==> config.mk <==
export PLATFORM = sky130hd
export DESIGN_NAME = hbmfa_master
export DESIGN_NICKNAME = d
export VERILOG_FILES = /design/src/design/hbmfa_pkg.sv /design/src/design/hbmfa_resp.sv /design/src/design/hbmfa_master.sv
export SDC_FILE = /design/constraint.sdc
export NUM_CORES = 1
export LEC_CHECK = 0
export BUFFER_PORTS_ARGS = -buffer_cell sky130_fd_sc_hd__buf_4
export CAP_MARGIN = 25
export CORE_MARGIN = 8
export CORE_UTILIZATION = 44
export DETAILED_ROUTE_END_ITERATION = 8
export PLACE_DENSITY_LB_ADDON = 0.3
export SETUP_SLACK_MARGIN = 0.4
export SLEW_MARGIN = 20
export SYNTH_ARGS = -nofsm -noshare
export SYNTH_HDL_FRONTEND = slang
export SYNTH_HIERARCHICAL = 1
export SYNTH_SLANG_ARGS = --single-unit
==> constraint.sdc <==
create_clock -name sys_clk -period 3.1 [get_ports sys_clk]
set_input_delay 0.465 -clock sys_clk [delete_from_list [all_inputs] [get_ports sys_clk]]
set_output_delay 0.465 -clock sys_clk [all_outputs]
set_load 0.01 [all_outputs]
==> src/design/hbmfa_pkg.sv <==
// Package with types and constants for the host bus master block.
package hbmfa_pkg;
    localparam int HBMFA_ADDR_W = 32;
    localparam int HBMFA_DATA_W = 32;
    localparam int HBMFA_BEAT_W = 4;
    localparam int HBMFA_FAST_ARB_BIT = 1;
    localparam logic [HBMFA_BEAT_W-1:0] HBMFA_LINE_BEATS = 4'h4;
    localparam logic [HBMFA_BEAT_W-1:0] HBMFA_ONE_BEAT = 4'h1;
    localparam logic [HBMFA_ADDR_W-1:0] HBMFA_WORD_STEP = 32'h0000_0004;
    localparam logic [1:0] HBMFA_SIZE_WORD = 2'h0;
    localparam logic [1:0] HBMFA_SIZE_LINE = 2'h3;

    // Master sequencer states.
    typedef enum logic [2:0] {
        HBMFA_IDLE  = 3'b000,
        HBMFA_REQ   = 3'b001,
        HBMFA_ARB   = 3'b010,
        HBMFA_START = 3'b011,
        HBMFA_WAIT  = 3'b100,
        HBMFA_DONE  = 3'b101
    } hbmfa_state_type;

    // One transfer request from the internal engine.
    typedef struct packed {
        logic write;
        logic fetch;
        logic [1:0] snoop;
        logic [2:0] modifier;
        logic [1:0] ttype;
        logic [HBMFA_ADDR_W-1:0] addr;
        logic [HBMFA_DATA_W-1:0] wdata;
        logic burst;
    } hbmfa_req_type;

    // Cycle attribute lines driven on the bus.
    typedef struct packed {
        logic rd_wr_n;
        logic [1:0] snoop_ctl;
        logic [2:0] xfer_modifier;
        logic [1:0] xfer_type;
    } hbmfa_attr_type;
endpackage

==> src/design/hbmfa_resp.sv <==
// Response decoder for the slave acknowledge lines.
`timescale 1ns/1ps
module hbmfa_resp
    import hbmfa_pkg::*;
(
    // Sampling qualifier.
    input wire logic active,
    // Bus answer lines.
    input wire logic xfer_ack_n,
    input wire logic xfer_err_ack_n,
    input wire logic burst_inhibit_n,
    // Decoded outcomes.
    output logic good,
    output logic retry,
    output logic fault,
    output logic inhibit
);
    // Outcomes count only while a master cycle is waiting.
    always_comb begin
        good = active && !xfer_ack_n && xfer_err_ack_n;
        retry = active && !xfer_ack_n && !xfer_err_ack_n;
        fault = active && xfer_ack_n && !xfer_err_ack_n;
        inhibit = active && !burst_inhibit_n;
    end
endmodule

==> src/design/hbmfa_master.sv <==
// Host bus master with fast arbitration, bursting, retry and fault.
`timescale 1ns/1ps
module hbmfa_master
    import hbmfa_pkg::*;
(
    // Clock and reset.
    input wire logic sys_clk,
    input wire logic rst,
    // Configuration.
    input wire logic [7:0] dma_control_reg,
    // Internal engine request.
    input wire logic req_valid,
    input wire hbmfa_req_type req,
    output logic req_ready,
    output logic done,
    output logic [HBMFA_DATA_W-1:0] rdata,
    output logic rdata_valid,
    // Fault reporting.
    output logic bus_fault,
    input wire logic fault_clear,
    output logic irq,
    // Arbitration pins.
    output logic bus_req_n,
    input wire logic bus_grant_n,
    input wire logic bus_busy_n_in,
    output logic bus_busy_n,
    output logic bus_busy_oe,
    output logic master_n,
    output logic fetch_n,
    // Transfer control pins.
    output logic xfer_start_n,
    output logic xfer_in_progress_n,
    output logic ctl_oe,
    output hbmfa_attr_type attr,
    output logic [HBMFA_ADDR_W-1:0] addr,
    output logic [1:0] xfer_size,
    output logic addr_oe,
    output logic [HBMFA_DATA_W-1:0] wdata,
    output logic data_oe,
    input wire logic [HBMFA_DATA_W-1:0] rdata_in,
    // Slave answer pins.
    input wire logic xfer_ack_n,
    input wire logic xfer_err_ack_n,
    input wire logic burst_inhibit_n
);
    hbmfa_state_type state, next_state;
    hbmfa_req_type cur, next_cur;
    logic [HBMFA_BEAT_W-1:0] beats, next_beats;
    logic owned, next_owned;
    logic fault_flag, next_fault_flag;
    logic fetch_hold, next_fetch_hold;
    logic [HBMFA_DATA_W-1:0] next_rdata;
    logic next_rdata_valid, next_done;
    logic good, retry, fault, inhibit;
    logic fast_en, grant, own_now, waiting;

    // Fast mode flag decode from the control register.
    function automatic logic fast_bit(input logic [7:0] r);
        return r[HBMFA_FAST_ARB_BIT];
    endfunction

    assign fast_en = fast_bit(dma_control_reg);
    assign grant = !bus_grant_n;
    assign waiting = (state == HBMFA_WAIT);

    // Answer decoding, qualified by the waiting state.
    hbmfa_resp hbmfa_resp_inst (
        .active(waiting),
        .xfer_ack_n(xfer_ack_n),
        .xfer_err_ack_n(xfer_err_ack_n),
        .burst_inhibit_n(burst_inhibit_n),
        .good(good),
        .retry(retry),
        .fault(fault),
        .inhibit(inhibit)
    );

    // Ownership in fast mode follows grant combinationally while requesting.
    assign own_now = owned ||
        (state == HBMFA_REQ && fast_en && grant);

    // Next-state and datapath computation for the sequencer.
    always_comb begin
        next_state = state;
        next_cur = cur;
        next_beats = beats;
        next_owned = owned;
        next_fault_flag = fault_flag || fault;
        next_fetch_hold = fetch_hold;
        next_rdata = rdata;
        next_rdata_valid = 1'b0;
        next_done = 1'b0;
        if (fault_clear && !fault) begin
            next_fault_flag = 1'b0;
        end
        case (state)
            HBMFA_IDLE: begin
                if (req_valid) begin
                    next_cur = req;
                    next_beats = req.burst ? HBMFA_LINE_BEATS : HBMFA_ONE_BEAT;
                    next_fetch_hold = req.fetch;
                    next_state = HBMFA_REQ;
                end
            end
            HBMFA_REQ: begin
                if (fast_en && grant) begin
                    next_owned = 1'b1;
                    next_state = HBMFA_START;
                end else if (!fast_en && grant && bus_busy_n_in) begin
                    next_state = HBMFA_ARB;
                end
            end
            HBMFA_ARB: begin
                next_owned = 1'b1;
                next_state = HBMFA_START;
            end
            HBMFA_START: begin
                next_state = HBMFA_WAIT;
            end
            HBMFA_WAIT: begin
                if (inhibit && beats != HBMFA_ONE_BEAT) begin
                    next_cur.burst = 1'b0;
                end
                if (retry) begin
                    next_state = HBMFA_START;
                end else if (fault) begin
                    next_owned = 1'b0;
                    next_fetch_hold = 1'b0;
                    next_state = HBMFA_DONE;
                end else if (good) begin
                    next_rdata = rdata_in;
                    next_rdata_valid = !cur.write;
                    if (beats == HBMFA_ONE_BEAT) begin
                        next_owned = 1'b0;
                        next_fetch_hold = 1'b0;
                        next_state = HBMFA_DONE;
                    end else begin
                        next_beats = beats - HBMFA_ONE_BEAT;
                        next_cur.addr = cur.addr + HBMFA_WORD_STEP;
                        next_state = HBMFA_START;
                    end
                end
            end
            HBMFA_DONE: begin
                next_done = 1'b1;
                next_state = HBMFA_IDLE;
            end
            default: begin
                next_state = HBMFA_IDLE;
            end
        endcase
    end

    // Sequencer registers.
    always_ff @(posedge sys_clk) begin
        if (rst) begin
            state <= HBMFA_IDLE;
            cur <= '0;
            beats <= '0;
            owned <= 1'b0;
            fault_flag <= 1'b0;
            fetch_hold <= 1'b0;
            rdata <= '0;
            rdata_valid <= 1'b0;
            done <= 1'b0;
        end else begin
            state <= next_state;
            cur <= next_cur;
            beats <= next_beats;
            owned <= next_owned;
            fault_flag <= next_fault_flag;
            fetch_hold <= next_fetch_hold;
            rdata <= next_rdata;
            rdata_valid <= next_rdata_valid;
            done <= next_done;
        end
    end

    // Arbitration pins; the fast path reacts to grant without a clock.
    always_comb begin
        bus_req_n = !(state == HBMFA_REQ && !own_now);
        bus_busy_n = !own_now;
        bus_busy_oe = own_now;
        master_n = !own_now;
        fetch_n = !(fetch_hold && state != HBMFA_IDLE);
    end

    // Bus cycle pins: attributes and address are enabled in the same cycle as start.
    always_comb begin
        ctl_oe = owned;
        attr.rd_wr_n = !cur.write;
        attr.snoop_ctl = cur.snoop;
        attr.xfer_modifier = cur.modifier;
        attr.xfer_type = cur.ttype;
        xfer_in_progress_n = !owned;
        xfer_start_n = !(state == HBMFA_START);
        addr = cur.addr;
        xfer_size = cur.burst ? HBMFA_SIZE_LINE : HBMFA_SIZE_WORD;
        addr_oe = owned;
        wdata = cur.wdata;
        data_oe = owned && cur.write;
        req_ready = (state == HBMFA_IDLE);
        bus_fault = fault_flag;
        irq = fault_flag;
    end

    // Checks on the sequencer.
    AST_START_ONE: assert property (
        @(posedge sys_clk) disable iff (rst)
        !xfer_start_n |=> xfer_start_n)
        else $error("Transfer start held longer than one clock.");
    AST_START_TIP: assert property (
        @(posedge sys_clk) disable iff (rst)
        !xfer_start_n |-> !xfer_in_progress_n && ctl_oe && addr_oe)
        else $error("Transfer start without in-progress or address.");
    AST_WR_DATA: assert property (
        @(posedge sys_clk) disable iff (rst)
        (!xfer_start_n && cur.write) |-> data_oe)
        else $error("Write start without data driven.");
    AST_FAST_OWN: assert property (
        @(posedge sys_clk) disable iff (rst)
        (state == HBMFA_REQ && fast_en && grant) |->
        (!master_n && !bus_busy_n && bus_req_n) ##1 !xfer_start_n)
        else $error("Fast grant did not take ownership.");
    AST_RETRY: assert property (
        @(posedge sys_clk) disable iff (rst)
        retry |=> !xfer_start_n && !fetch_n == $past(fetch_hold))
        else $error("Retry did not restart the cycle.");
    AST_FAULT: assert property (
        @(posedge sys_clk) disable iff (rst)
        fault |=> bus_fault && irq && master_n)
        else $error("Fault not reported or bus not released.");
    AST_LAST: assert property (
        @(posedge sys_clk) disable iff (rst)
        (good && beats == HBMFA_ONE_BEAT) |=>
        master_n && bus_busy_n && xfer_in_progress_n && !addr_oe)
        else $error("Last ack did not release the bus.");
    AST_MORE: assert property (
        @(posedge sys_clk) disable iff (rst)
        (good && beats != HBMFA_ONE_BEAT) |=>
        !xfer_start_n && !xfer_in_progress_n)
        else $error("Continuing beat did not restart.");
    AST_NO_DATA: assert property (
        @(posedge sys_clk) disable iff (rst)
        (state == HBMFA_IDLE) |-> !data_oe && !ctl_oe)
        else $error("Bus lines driven while idle.");
    AST_SLOW: assert property (
        @(posedge sys_clk) disable iff (rst)
        (state == HBMFA_REQ && !fast_en) |-> master_n)
        else $error("Ownership taken without fast mode handshake.");
    AST_REQ_LOW: assert property (
        @(posedge sys_clk) disable iff (rst)
        (state == HBMFA_REQ && !grant) |-> !bus_req_n && master_n)
        else $error("Bus request not asserted while waiting for grant.");
    AST_OWN_HELD: assert property (
        @(posedge sys_clk) disable iff (rst)
        (state == HBMFA_START) |-> !master_n && !bus_busy_n)
        else $error("Start issued without bus ownership.");
    AST_FETCH_LOW: assert property (
        @(posedge sys_clk) disable iff (rst)
        (state == HBMFA_START && cur.fetch) |-> !fetch_n)
        else $error("Fetch indicator high during a fetch cycle.");
    AST_FETCH_RETRY: assert property (
        @(posedge sys_clk) disable iff (rst)
        (retry && cur.fetch) |=> !fetch_n)
        else $error("Fetch indicator dropped during a retry.");
    AST_RETRY_ADDR: assert property (
        @(posedge sys_clk) disable iff (rst)
        retry |=> $stable(addr))
        else $error("Retry changed the beat address.");
    AST_ADDR_STEP: assert property (
        @(posedge sys_clk) disable iff (rst)
        (good && beats != HBMFA_ONE_BEAT) |=>
        addr == $past(addr) + HBMFA_WORD_STEP)
        else $error("Next beat address did not advance one word.");
    AST_INHIBIT: assert property (
        @(posedge sys_clk) disable iff (rst)
        (good && inhibit && beats != HBMFA_ONE_BEAT) |=>
        xfer_size == HBMFA_SIZE_WORD)
        else $error("Inhibited burst kept the line size.");
    AST_BURST_ON: assert property (
        @(posedge sys_clk) disable iff (rst)
        (good && !inhibit && cur.burst && beats != HBMFA_ONE_BEAT) |=>
        xfer_size == HBMFA_SIZE_LINE)
        else $error("Uninhibited burst lost the line size.");
    AST_HOLD_DATA: assert property (
        @(posedge sys_clk) disable iff (rst)
        !waiting |=> $stable(rdata))
        else $error("Read data captured outside a waiting cycle.");
    AST_RELEASE: assert property (
        @(posedge sys_clk) disable iff (rst)
        (state == HBMFA_DONE) |-> !addr_oe && !data_oe && !ctl_oe)
        else $error("Bus lines still driven after the last beat.");

    COV_FAST: cover property (@(posedge sys_clk) disable iff (rst)
        state == HBMFA_REQ && fast_en && grant);
    COV_BURST: cover property (@(posedge sys_clk) disable iff (rst)
        good ##1 !xfer_start_n ##1 good);
    COV_RETRY: cover property (@(posedge sys_clk) disable iff (rst) retry);
    COV_FAULT: cover property (@(posedge sys_clk) disable iff (rst) fault);
    COV_INHIBIT: cover property (@(posedge sys_clk) disable iff (rst)
        good && inhibit);
endmodule

# Word-level counts from Yosys, hierarchy flattened
# Cells that the tools add are included.
# Widths: inputs -> output; s select.
# word_totals
elab_cells,115
out_inout_bits,121
input_bits,123
regBits,117
# op_classes
n_addsub,2
mux,33
eq_ne,18
reduce_logical,43
bitwise_logic,4
# ops
cell,count
$mux 32,4
$mux 65,1
$pmux 32 s2,1
$add 32x3->32 const B,1
$mux 3,8
$mux 4,5
$logic_and 1x1->1,16
$pmux 3 s5,1
$logic_not 1->1,12
$ne 2x2->1 const B,6
$reduce_and 5->1,2
$mux 1,8
$pmux 4 s2,1
$eq 3x2->1 const B,2
$eq 3x3->1 const B,2
$ne 3x3->1 const B,2
$reduce_and 3->1,2
$reduce_and 6->1,1
$reduce_bool 3->1,2
$reduce_or 5->1,1
$eq 4x1->1 const B,1
$ne 4x1->1 const B,1
$ne 4x4->1 const B,1
$not 1->1,4
13 further kinds,15

# Longest topological paths before layout
# Gate-level depths: netlist of run 1.
# depth
word_depth,7
depth_mapped,12
depth_no_buf,8

# Hierarchy
# The synthesis of run 1 kept the hierarchy.
# modules_own_cells
module,cells_each,area_each_um2,instances,seq_area_each_um2
hbmfa_master,757,5773.0,1,2342.2
hbmfa_resp,4,36.3,1,0.0

# Least setup slack after synthesis of run 1
# No wires, ideal clock.
# synth_path
kind,register to register
from,register state[2]
to,register beats[3]
setup_slack_ns,-0.007
path_stages_with_launch,13
required_time_ns,2.968
arrival_ns,2.975
setup_ns,0.132
n_path_buf,4
synth_period_minus_slack_ns,3.107
cell_sequence,dfxtp_1 > buf_2 > or3b_1 > buf_2 > inv_1 > clkbuf_1 > and3b_1 > or3b_2 > o31a_1 > clkbuf_1 > nor4_2 > xnor2_1 > nor3_1
# synth_via
elab_chain_cells,5
word_cells_on_any_way,15
classes_between,eq/ne (6); mux (1); reduce/logical (8)
# synth_rtl
item,line_no,rtl
start: declaration,hbmfa_master.sv:46,"hbmfa_state_type state, next_state;"
start signal: assignment,hbmfa_master.sv:167,state <= next_state;
$eq 3x3->1,hbmfa_master.sv:64,assign waiting = (state == HBMFA_WAIT);
named net waiting,hbmfa_master.sv:55,"logic fast_en, grant, own_now, waiting;"
$logic_and 1x1->1 (2 in series),hbmfa_resp.sv:20,good = active && !xfer_ack_n && xfer_err_ack_n;
named net good,hbmfa_master.sv:54,"logic good, retry, fault, inhibit;"
$ne 2x2->1 (no line),--,
$reduce_and 6->1 (no line),--,
end signal: assignment,hbmfa_master.sv:169,beats <= next_beats;
end: declaration,hbmfa_master.sv:48,"logic [HBMFA_BEAT_W-1:0] beats, next_beats;"
# The timed path passes the listed nets, and every way through them passes these cells.
# A chain may end at the register's enable or synchronous reset.

# Worst setup path in the final report of run 1
# layout_path
from,register state[0]
to,register cur (netlist bit addr[24])
# layout_via
elab_chain_cells,5
word_cells_on_any_way,15
classes_between,eq/ne (6); mux (1); reduce/logical (8)
# layout_rtl
item,line_no,rtl
$eq 3x3->1,hbmfa_master.sv:64,
$logic_and 1x1->1 (2 in series),hbmfa_resp.sv:20,
named net good,hbmfa_master.sv:54,
$ne 2x2->1 (no line),--,
$reduce_and 6->1 (no line),--,
end signal: assignment,hbmfa_master.sv:168,cur <= next_cur;
end: declaration,hbmfa_master.sv:47,"hbmfa_req_type cur, next_cur;"
# The timed path passes the listed nets, and every way through them passes these cells.

==> out/metrics.yaml, run 1 <==
critical_path:
  endpoint: "addr[24]"
  critPathArrivalTime_ns: 2.79
  startpoint_type: "register"
  reg2reg_from: "state[0]"
  cp-startpoint: "state[0]"
  critPathMostFrequentCell: "or3b_4"
  cp_data_required_time_ns: 3.38
  path_max_fanout: 27
  ff2ff_path_depth: 8
  worstReg2RegEnd: "addr[24]"
  cp_slowest_cell: "or3b_4"
  r2r_slack_ns: 0.59
  critical_path_class: "reg2reg"
  end_kind: "register"
  crit_path_max_incr_delay_ns: 0.43
  cp_cell_sequence: "or3b_4, inv_2, and3b_1, or3b_4, o31a_1, buf_6, a311oi_1, nor3_1"
global_route:
  grt-ovfl-total: 0
  grt_pass1_wl_um: 26900
  grt_use_total_pct: 20.1
  antenna_found_initial: 0
  grt_max_degree: 76
  grt_pass1_vias: 5340
cts:
  cts_root_buf: "clkbuf_16"
  h-tree-depth: 4
  clock-sinks: 117
  path_clk_slew_ns: 0.06
  ctsResizeCount: 0
  clock_path_buffers: 2
  cts_hold_buffers: 0
  clock_latency_ns: 0.42
  cts_tree: "yes"
  post-cts-setup-buffers: 0
  cts_buffers: 17
synthesis:
  synth_async_sr_flop_share_pct: 0
  synth_cell_types: 62
  yosysWarnings: 6
  avgSynthCellArea_sq_um: 7.63
  synth_nets: 887
  ys_ff_latch: 117
  synth_edf_count: 0
  synth_ff_type: "dfxtp_1"
  syn_area_sq_mm: 0.00581
  postSynthCellCount: 761
  seq_area_frac_synth_pct: 40.3
detailed_routing:
  dr.first_iter.drc_count: 372
  antenna_left: 0
  wire_per_inst_um: 16.3
  wl_um: 17800
  viasPerCell: 5.23
  drcViolationCount: 0
  first_pass_iters: 5
  dr_total_vias: 5698
sta:
  worst_pin_slew_ns: 1.01
  maxSlewViolCount: 0
  finalHoldViolations: 0
  rsz0062_at_grt: "false"
  fin_worst_skew_ns: 0.00897
  setup_viol: 0
  fin_crit_ns: 2.51
  timing.fmax_mhz: 398
  slew_headroom_pct: 32.8
  fin_crit_sh_pct: 81.0
  fin_tns_setup_ns: 0
job:
  maxCapViolCount: 0
pwr:
  leakage_nw: 3.25
  peakVddDrop_mv: 0.286
  power_mw: 4.37
  powerDensity_mw_per_mm2: 561
die:
  die_h_um: 131
  fp.dieW_um: 131
  io_pins: 244
  dieArea_sq_mm: 0.0171
  core-area_sq_mm: 0.0131
  rows: 42
  start_util_pct: 44.4
cells_and_area:
  area_growth_pct: 33.9
  multi_input_area_sq_mm: 0.00265
  fin_util_pct: 59.4
  drive_gt1_share_pct: 32.4
  ff_latch_area_sq_mm: 0.00234
  fillers: 1207
  nNetsFinal: 1028
  diodes: 0
placement:
  port_buffers: 236
  gp_congestion: 0.831
  dp_hpwl_um: 12400
status:
  outcome: "completed"
min_path:
  hp-class: "in2reg"
-- worst max-delay path: cells and delay by family (launching register included) --
family | cells | cell delay, ns
compound gates | 2 | 0.64
simple gates | 4 | 1.10
flops | 1 | 0.31
buf+inv | 2 | 0.32
-- power by group --
part / switching (mW) / internal, mW / leakage (nW)
Combinational: 0.362 / 0.342 / 2.01
Clock: 0.702 / 1.28 / 0.289
Sequential: 0.0850 / 1.60 / 0.953
-- layout make-up --
cell class	instances	area share, %
clock buffer	19	5.69
clock inverter	12	1.99
inverter	16	0.772
multi-input combinational	499	34.1
sequential	117	30.1
tap	176	2.83
timing repair buffer	251	24.5
-- cells in the final DEF (no fill, tap or decap), types with 5 or more instances in the layout --
cell type	instances
a211oi_1	6
a21oi_1	113
a311oi_1	5
a31oi_1	9
a32o_1	5
buf_4	248
clkbuf_16	17
dfxtp_1	117
inv_1	15
nand2_1	169
nand3_1	12
nand4_1	9
nor2_1	38
nor3_1	23
nor4_1	6
o21ai_0	20
or3_1	5
-- state kept, by name (all words and copies together) (netlist names), 2 cells and up --
signal  count
addr       32
attr        7
beats       4
cur         2
rdata      32
state       3
wdata      32
-- per-stage QoR --
stage                     instance area [sq um]  setup WS, ns  std cells  hold slack, ns
after floorplan                            5840         0.390        761           0.425
after global placement                     7170         0.581       1059           0.441
after detailed placement                   7170         0.548       1059           0.445
after CTS                                  7770         0.540       1090           0.283
after global routing                       7780         0.426       1090           0.280
final                                      7780         0.590       1090           0.292
-- worst min-delay path by stage --
stage / from / end / slack (ns) / depth (start not counted)
after detailed placement: cur[73] / rdata_valid / 0.44 / 1
final: req[13] / wdata[12] / 0.29 / 3
after global placement: cur[73] / rdata_valid / 0.44 / 1
after global routing: rdata_in[27] / rdata[27] / 0.28 / 3
after floorplan: cur[73] / rdata_valid / 0.43 / 1
after CTS: rdata_in[8] / rdata[8] / 0.28 / 3
-- kinds of logic (layout without fill, tap and decap cells) --
family / after synthesis / count (layout) / synth area share [%]
and+or+nand+nor: 300 / 300 / 24.1
muxes: 2 / 2 / 0.345
buffers and inverters: 145 / 298 / 14.4
xor gates and xnor gates: 2 / 2 / 0.302
DFF: 117 / 117 / 40.3
adders and majority gates: 3 / 3 / 0.646
AOI/OAI and AO/OA: 192 / 192 / 19.9
-- routing by layer --
layer	vias up	track usage, %	wire, um
li1	2833	-	-
met1	2599	23.3	7200
met2	225	33.3	8580
met3	41	5.88	1460
met4	0	9.86	575
met5	-	0	0
-- synth_stat cells (3+ instances only) --
| cell type | n | area share (%) |
|---|---|---|
| a31oi_1 | 9 | 0.97 |
| a311oi_1 | 5 | 0.75 |
| or4_4 | 3 | 0.58 |
| a21oi_1 | 113 | 9.7 |
| nor3b_1 | 3 | 0.39 |
| and3_1 | 4 | 0.43 |
| nand2_1 | 169 | 11 |
| a221oi_1 | 3 | 0.45 |
| nand3_1 | 12 | 1.0 |
| buf_4 | 76 | 9.8 |
| nor2b_1 | 4 | 0.43 |
| a22oi_1 | 4 | 0.52 |
| and2_1 | 4 | 0.43 |
| a211oi_1 | 6 | 0.78 |
| a32o_1 | 5 | 0.86 |
| o21ai_0 | 20 | 1.7 |
| nor3_1 | 23 | 2.0 |
| nor2_1 | 39 | 2.5 |
| or3_1 | 5 | 0.54 |
| dfxtp_1 | 117 | 40 |
| o32ai_1 | 4 | 0.60 |
| and3b_1 | 3 | 0.45 |
| nand4_1 | 9 | 0.97 |
| buf_2 | 7 | 0.60 |
| ha_1 | 3 | 0.65 |
| nor4_1 | 6 | 0.65 |
| inv_1 | 16 | 1.0 |
| clkbuf_1 | 45 | 2.9 |
| o31a_1 | 3 | 0.45 |
Power figures use the tool's default switching activity.
==> run 2: changes to the inputs <==
--- a/config.mk
+++ b/config.mk
@@ -8,7 +8,7 @@
 export BUFFER_PORTS_ARGS = -buffer_cell sky130_fd_sc_hd__buf_4
 export CAP_MARGIN = 25
 export CORE_MARGIN = 8
-export CORE_UTILIZATION = 44
+export CORE_UTILIZATION = 48
 export DETAILED_ROUTE_END_ITERATION = 8
 export PLACE_DENSITY_LB_ADDON = 0.3
 export SETUP_SLACK_MARGIN = 0.4
==> constraint.sdc (replaced) <==
create_clock -name sys_clk -period 2.6 [get_ports sys_clk]
set_input_delay 0.39 -clock sys_clk [delete_from_list [all_inputs] [get_ports sys_clk]]
set_output_delay 0.39 -clock sys_clk [all_outputs]
set_load 0.01 [all_outputs]
==> run 2 against run 1 <==
  * Core utilization rose by 9.0 points
  * Cell area rose by 4.8%
  * Combinational power rose by 43%
  * Wire length rose by 5.9%
  * Cell count fell by 0.46%
  * Non-clock buffer count rose by 23
  * Hold slack got worse by 0.074 ns
  * Sequential power rose by 20%
==> out/metrics.yaml, run 2 (synthesized netlist as in run 1, its figures left out) <==
status:
  outcome: "completed"
cts:
  path_clk_slew_ns: 0.05
  clock-sinks: 117
  cts_tree: "yes"
  cts_hold_buffers: 0
  h-tree-depth: 4
  clock_path_buffers: 2
  cts_root_buf: "clkbuf_16"
  cts_buffers: 17
  clock_latency_ns: 0.42
min_path:
  hp-class: "in2reg"
cells_and_area:
  area_growth_pct: 40.3
  layout_commonest_cell: "buf_4"
  drive_gt1_share_pct: 36.6
  nNetsFinal: 1051
  final_cell_mix: "buf_4, nand2_1, dfxtp_1, a21oi_1, nor2_1"
  diodes: 0
pwr:
  seq_power_share_pct: 37.6
  peakVddDrop_mv: 0.401
  power_frac_clock_pct: 43.5
  p_int_mw: 3.94
  leakage_nw: 3.42
  p_switching_mw: 1.39
  powerDensity_mw_per_mm2: 654
  power_mw: 5.33
  sw_frac_of_total_pct: 26.1
  combPwrFrac_pct: 18.9
critical_path:
  end_kind: "register"
  critical_path_class: "reg2reg"
  path_max_fanout: 10
  critPathArrivalTime_ns: 2.60
  startpoint_type: "register"
  cp_data_required_time_ns: 2.87
sta:
  maxSlewViolCount: 0
  rsz0062_at_grt: "true"
  fin_worst_skew_ns: 0.0106
  timing.fmax_mhz: 430
  setup_viol: 0
  fin_crit_sh_pct: 89.5
  slew_headroom_pct: 62.9
  hold_slack_ns: 0.218
  finalHoldViolations: 0
  fin_crit_ns: 2.33
  worst_pin_slew_ns: 0.555
global_route:
  grt_use_total_pct: 22.5
  grt_pass1_vias: 5440
  antenna_found_initial: 0
  grt_max_degree: 49
  grt-ovfl-total: 0
  grt_pass1_wl_um: 28800
placement:
  port_buffers: 236
  gp_congestion: 0.885
  dp_hpwl_um: 13100
detailed_routing:
  wire_per_inst_um: 17.4
  antenna_left: 0
  dr_total_vias: 5935
  dr.first_iter.drc_count: 429
  viasPerCell: 5.47
  wl_um: 18900
  first_pass_iters: 5
  drcViolationCount: 0
job:
  maxCapViolCount: 0
die:
  die_h_um: 126
  rows: 40
  start_util_pct: 48.8
  fp.dieW_um: 126
  io_pins: 244
  core-area_sq_mm: 0.0119
  dieArea_sq_mm: 0.0159
-- run 2: timing repair --
item | 4_1_cts | 5_1_grt
pin swaps | 11 | 6
resized for setup | 21 | 28
cloned | 3 | 1
setup buffers | 7 | 1
endpoints found under the hold margin | 0 | 0
endpoints found under the setup margin | 67 | 48
-- run 2: power groups by stage --
| stage | Clock, mW | Sequential, mW | Combinational, mW |
|---|---|---|---|
| after floorplan | 0 | 2.01 | 0.575 |
| after global placement | 0 | 2.04 | 0.866 |
| after detailed placement | 0 | 2.04 | 0.876 |
| after CTS | 2.36 | 2.00 | 0.963 |
| after global routing | 2.44 | 2.02 | 1.08 |
| final | 2.32 | 2.01 | 1.01 |
-- run 2: path summary, 6_finish.rpt --
kind	cells past startpoint	slack, ns	startpoint	endpoint
setup / recovery	9	0.27	state[0]	beats[3]
hold / removal	3	0.22	req[18]	wdata[17]
setup reg to reg	9	0.27	state[0]	beats[3]
hold reg to reg	2	0.45	rdata[10]	rdata[10]
-- run 2: metal layers --
| layer | track usage [%] | share of wire, % | routed length [um] | up-vias |
|---|---|---|---|---|
| met3 | 7.97 | 9.2 | 1730 | 27 |
| li1 | - | - | - | 2883 |
| met4 | 7.86 | 1.7 | 327 | 0 |
| met5 | 0 | 0 | 0 | - |
| met1 | 25.7 | 40 | 7490 | 2759 |
| met2 | 38.1 | 49 | 9320 | 266 |
-- run 2: critical path, cell delays in order (launching register included) --
cell and delay (ns):
dfxtp_2 0.31, or3b_4 0.41, inv_4 0.06, and3b_1 0.16, or3b_4 0.42, o31a_1 0.32, buf_8 0.17, nor4_4 0.14
xnor2_1 0.14, nor3_1 0.05
-- run 2: metrics by stage --
step                      instances  setup TNS [ns]  util (%)  setup WS, ns  cell area (sq um)
after floorplan                 761          -0.245         -       -0.0678               5920
after global placement         1041               0      60.7         0.209               7230
after detailed placement       1041               0      60.7         0.170               7230
after CTS                      1083               0      67.2         0.283               8000
after global routing           1085               0      68.4         0.157               8150
final                          1085               0      68.4         0.273               8150
-- run 2: area by class of cell --
class / count / area (sq um)
Multi-Input combinational cell: 499 / 2790
Fill cell: 1026 / 3760
Clock inverter: 9 / 128
Inverter: 16 / 62.6
Timing Repair Buffer: 274 / 2180
Clock buffer: 23 / 458
Sequential cell: 117 / 2340
Tap cell: 147 / 184
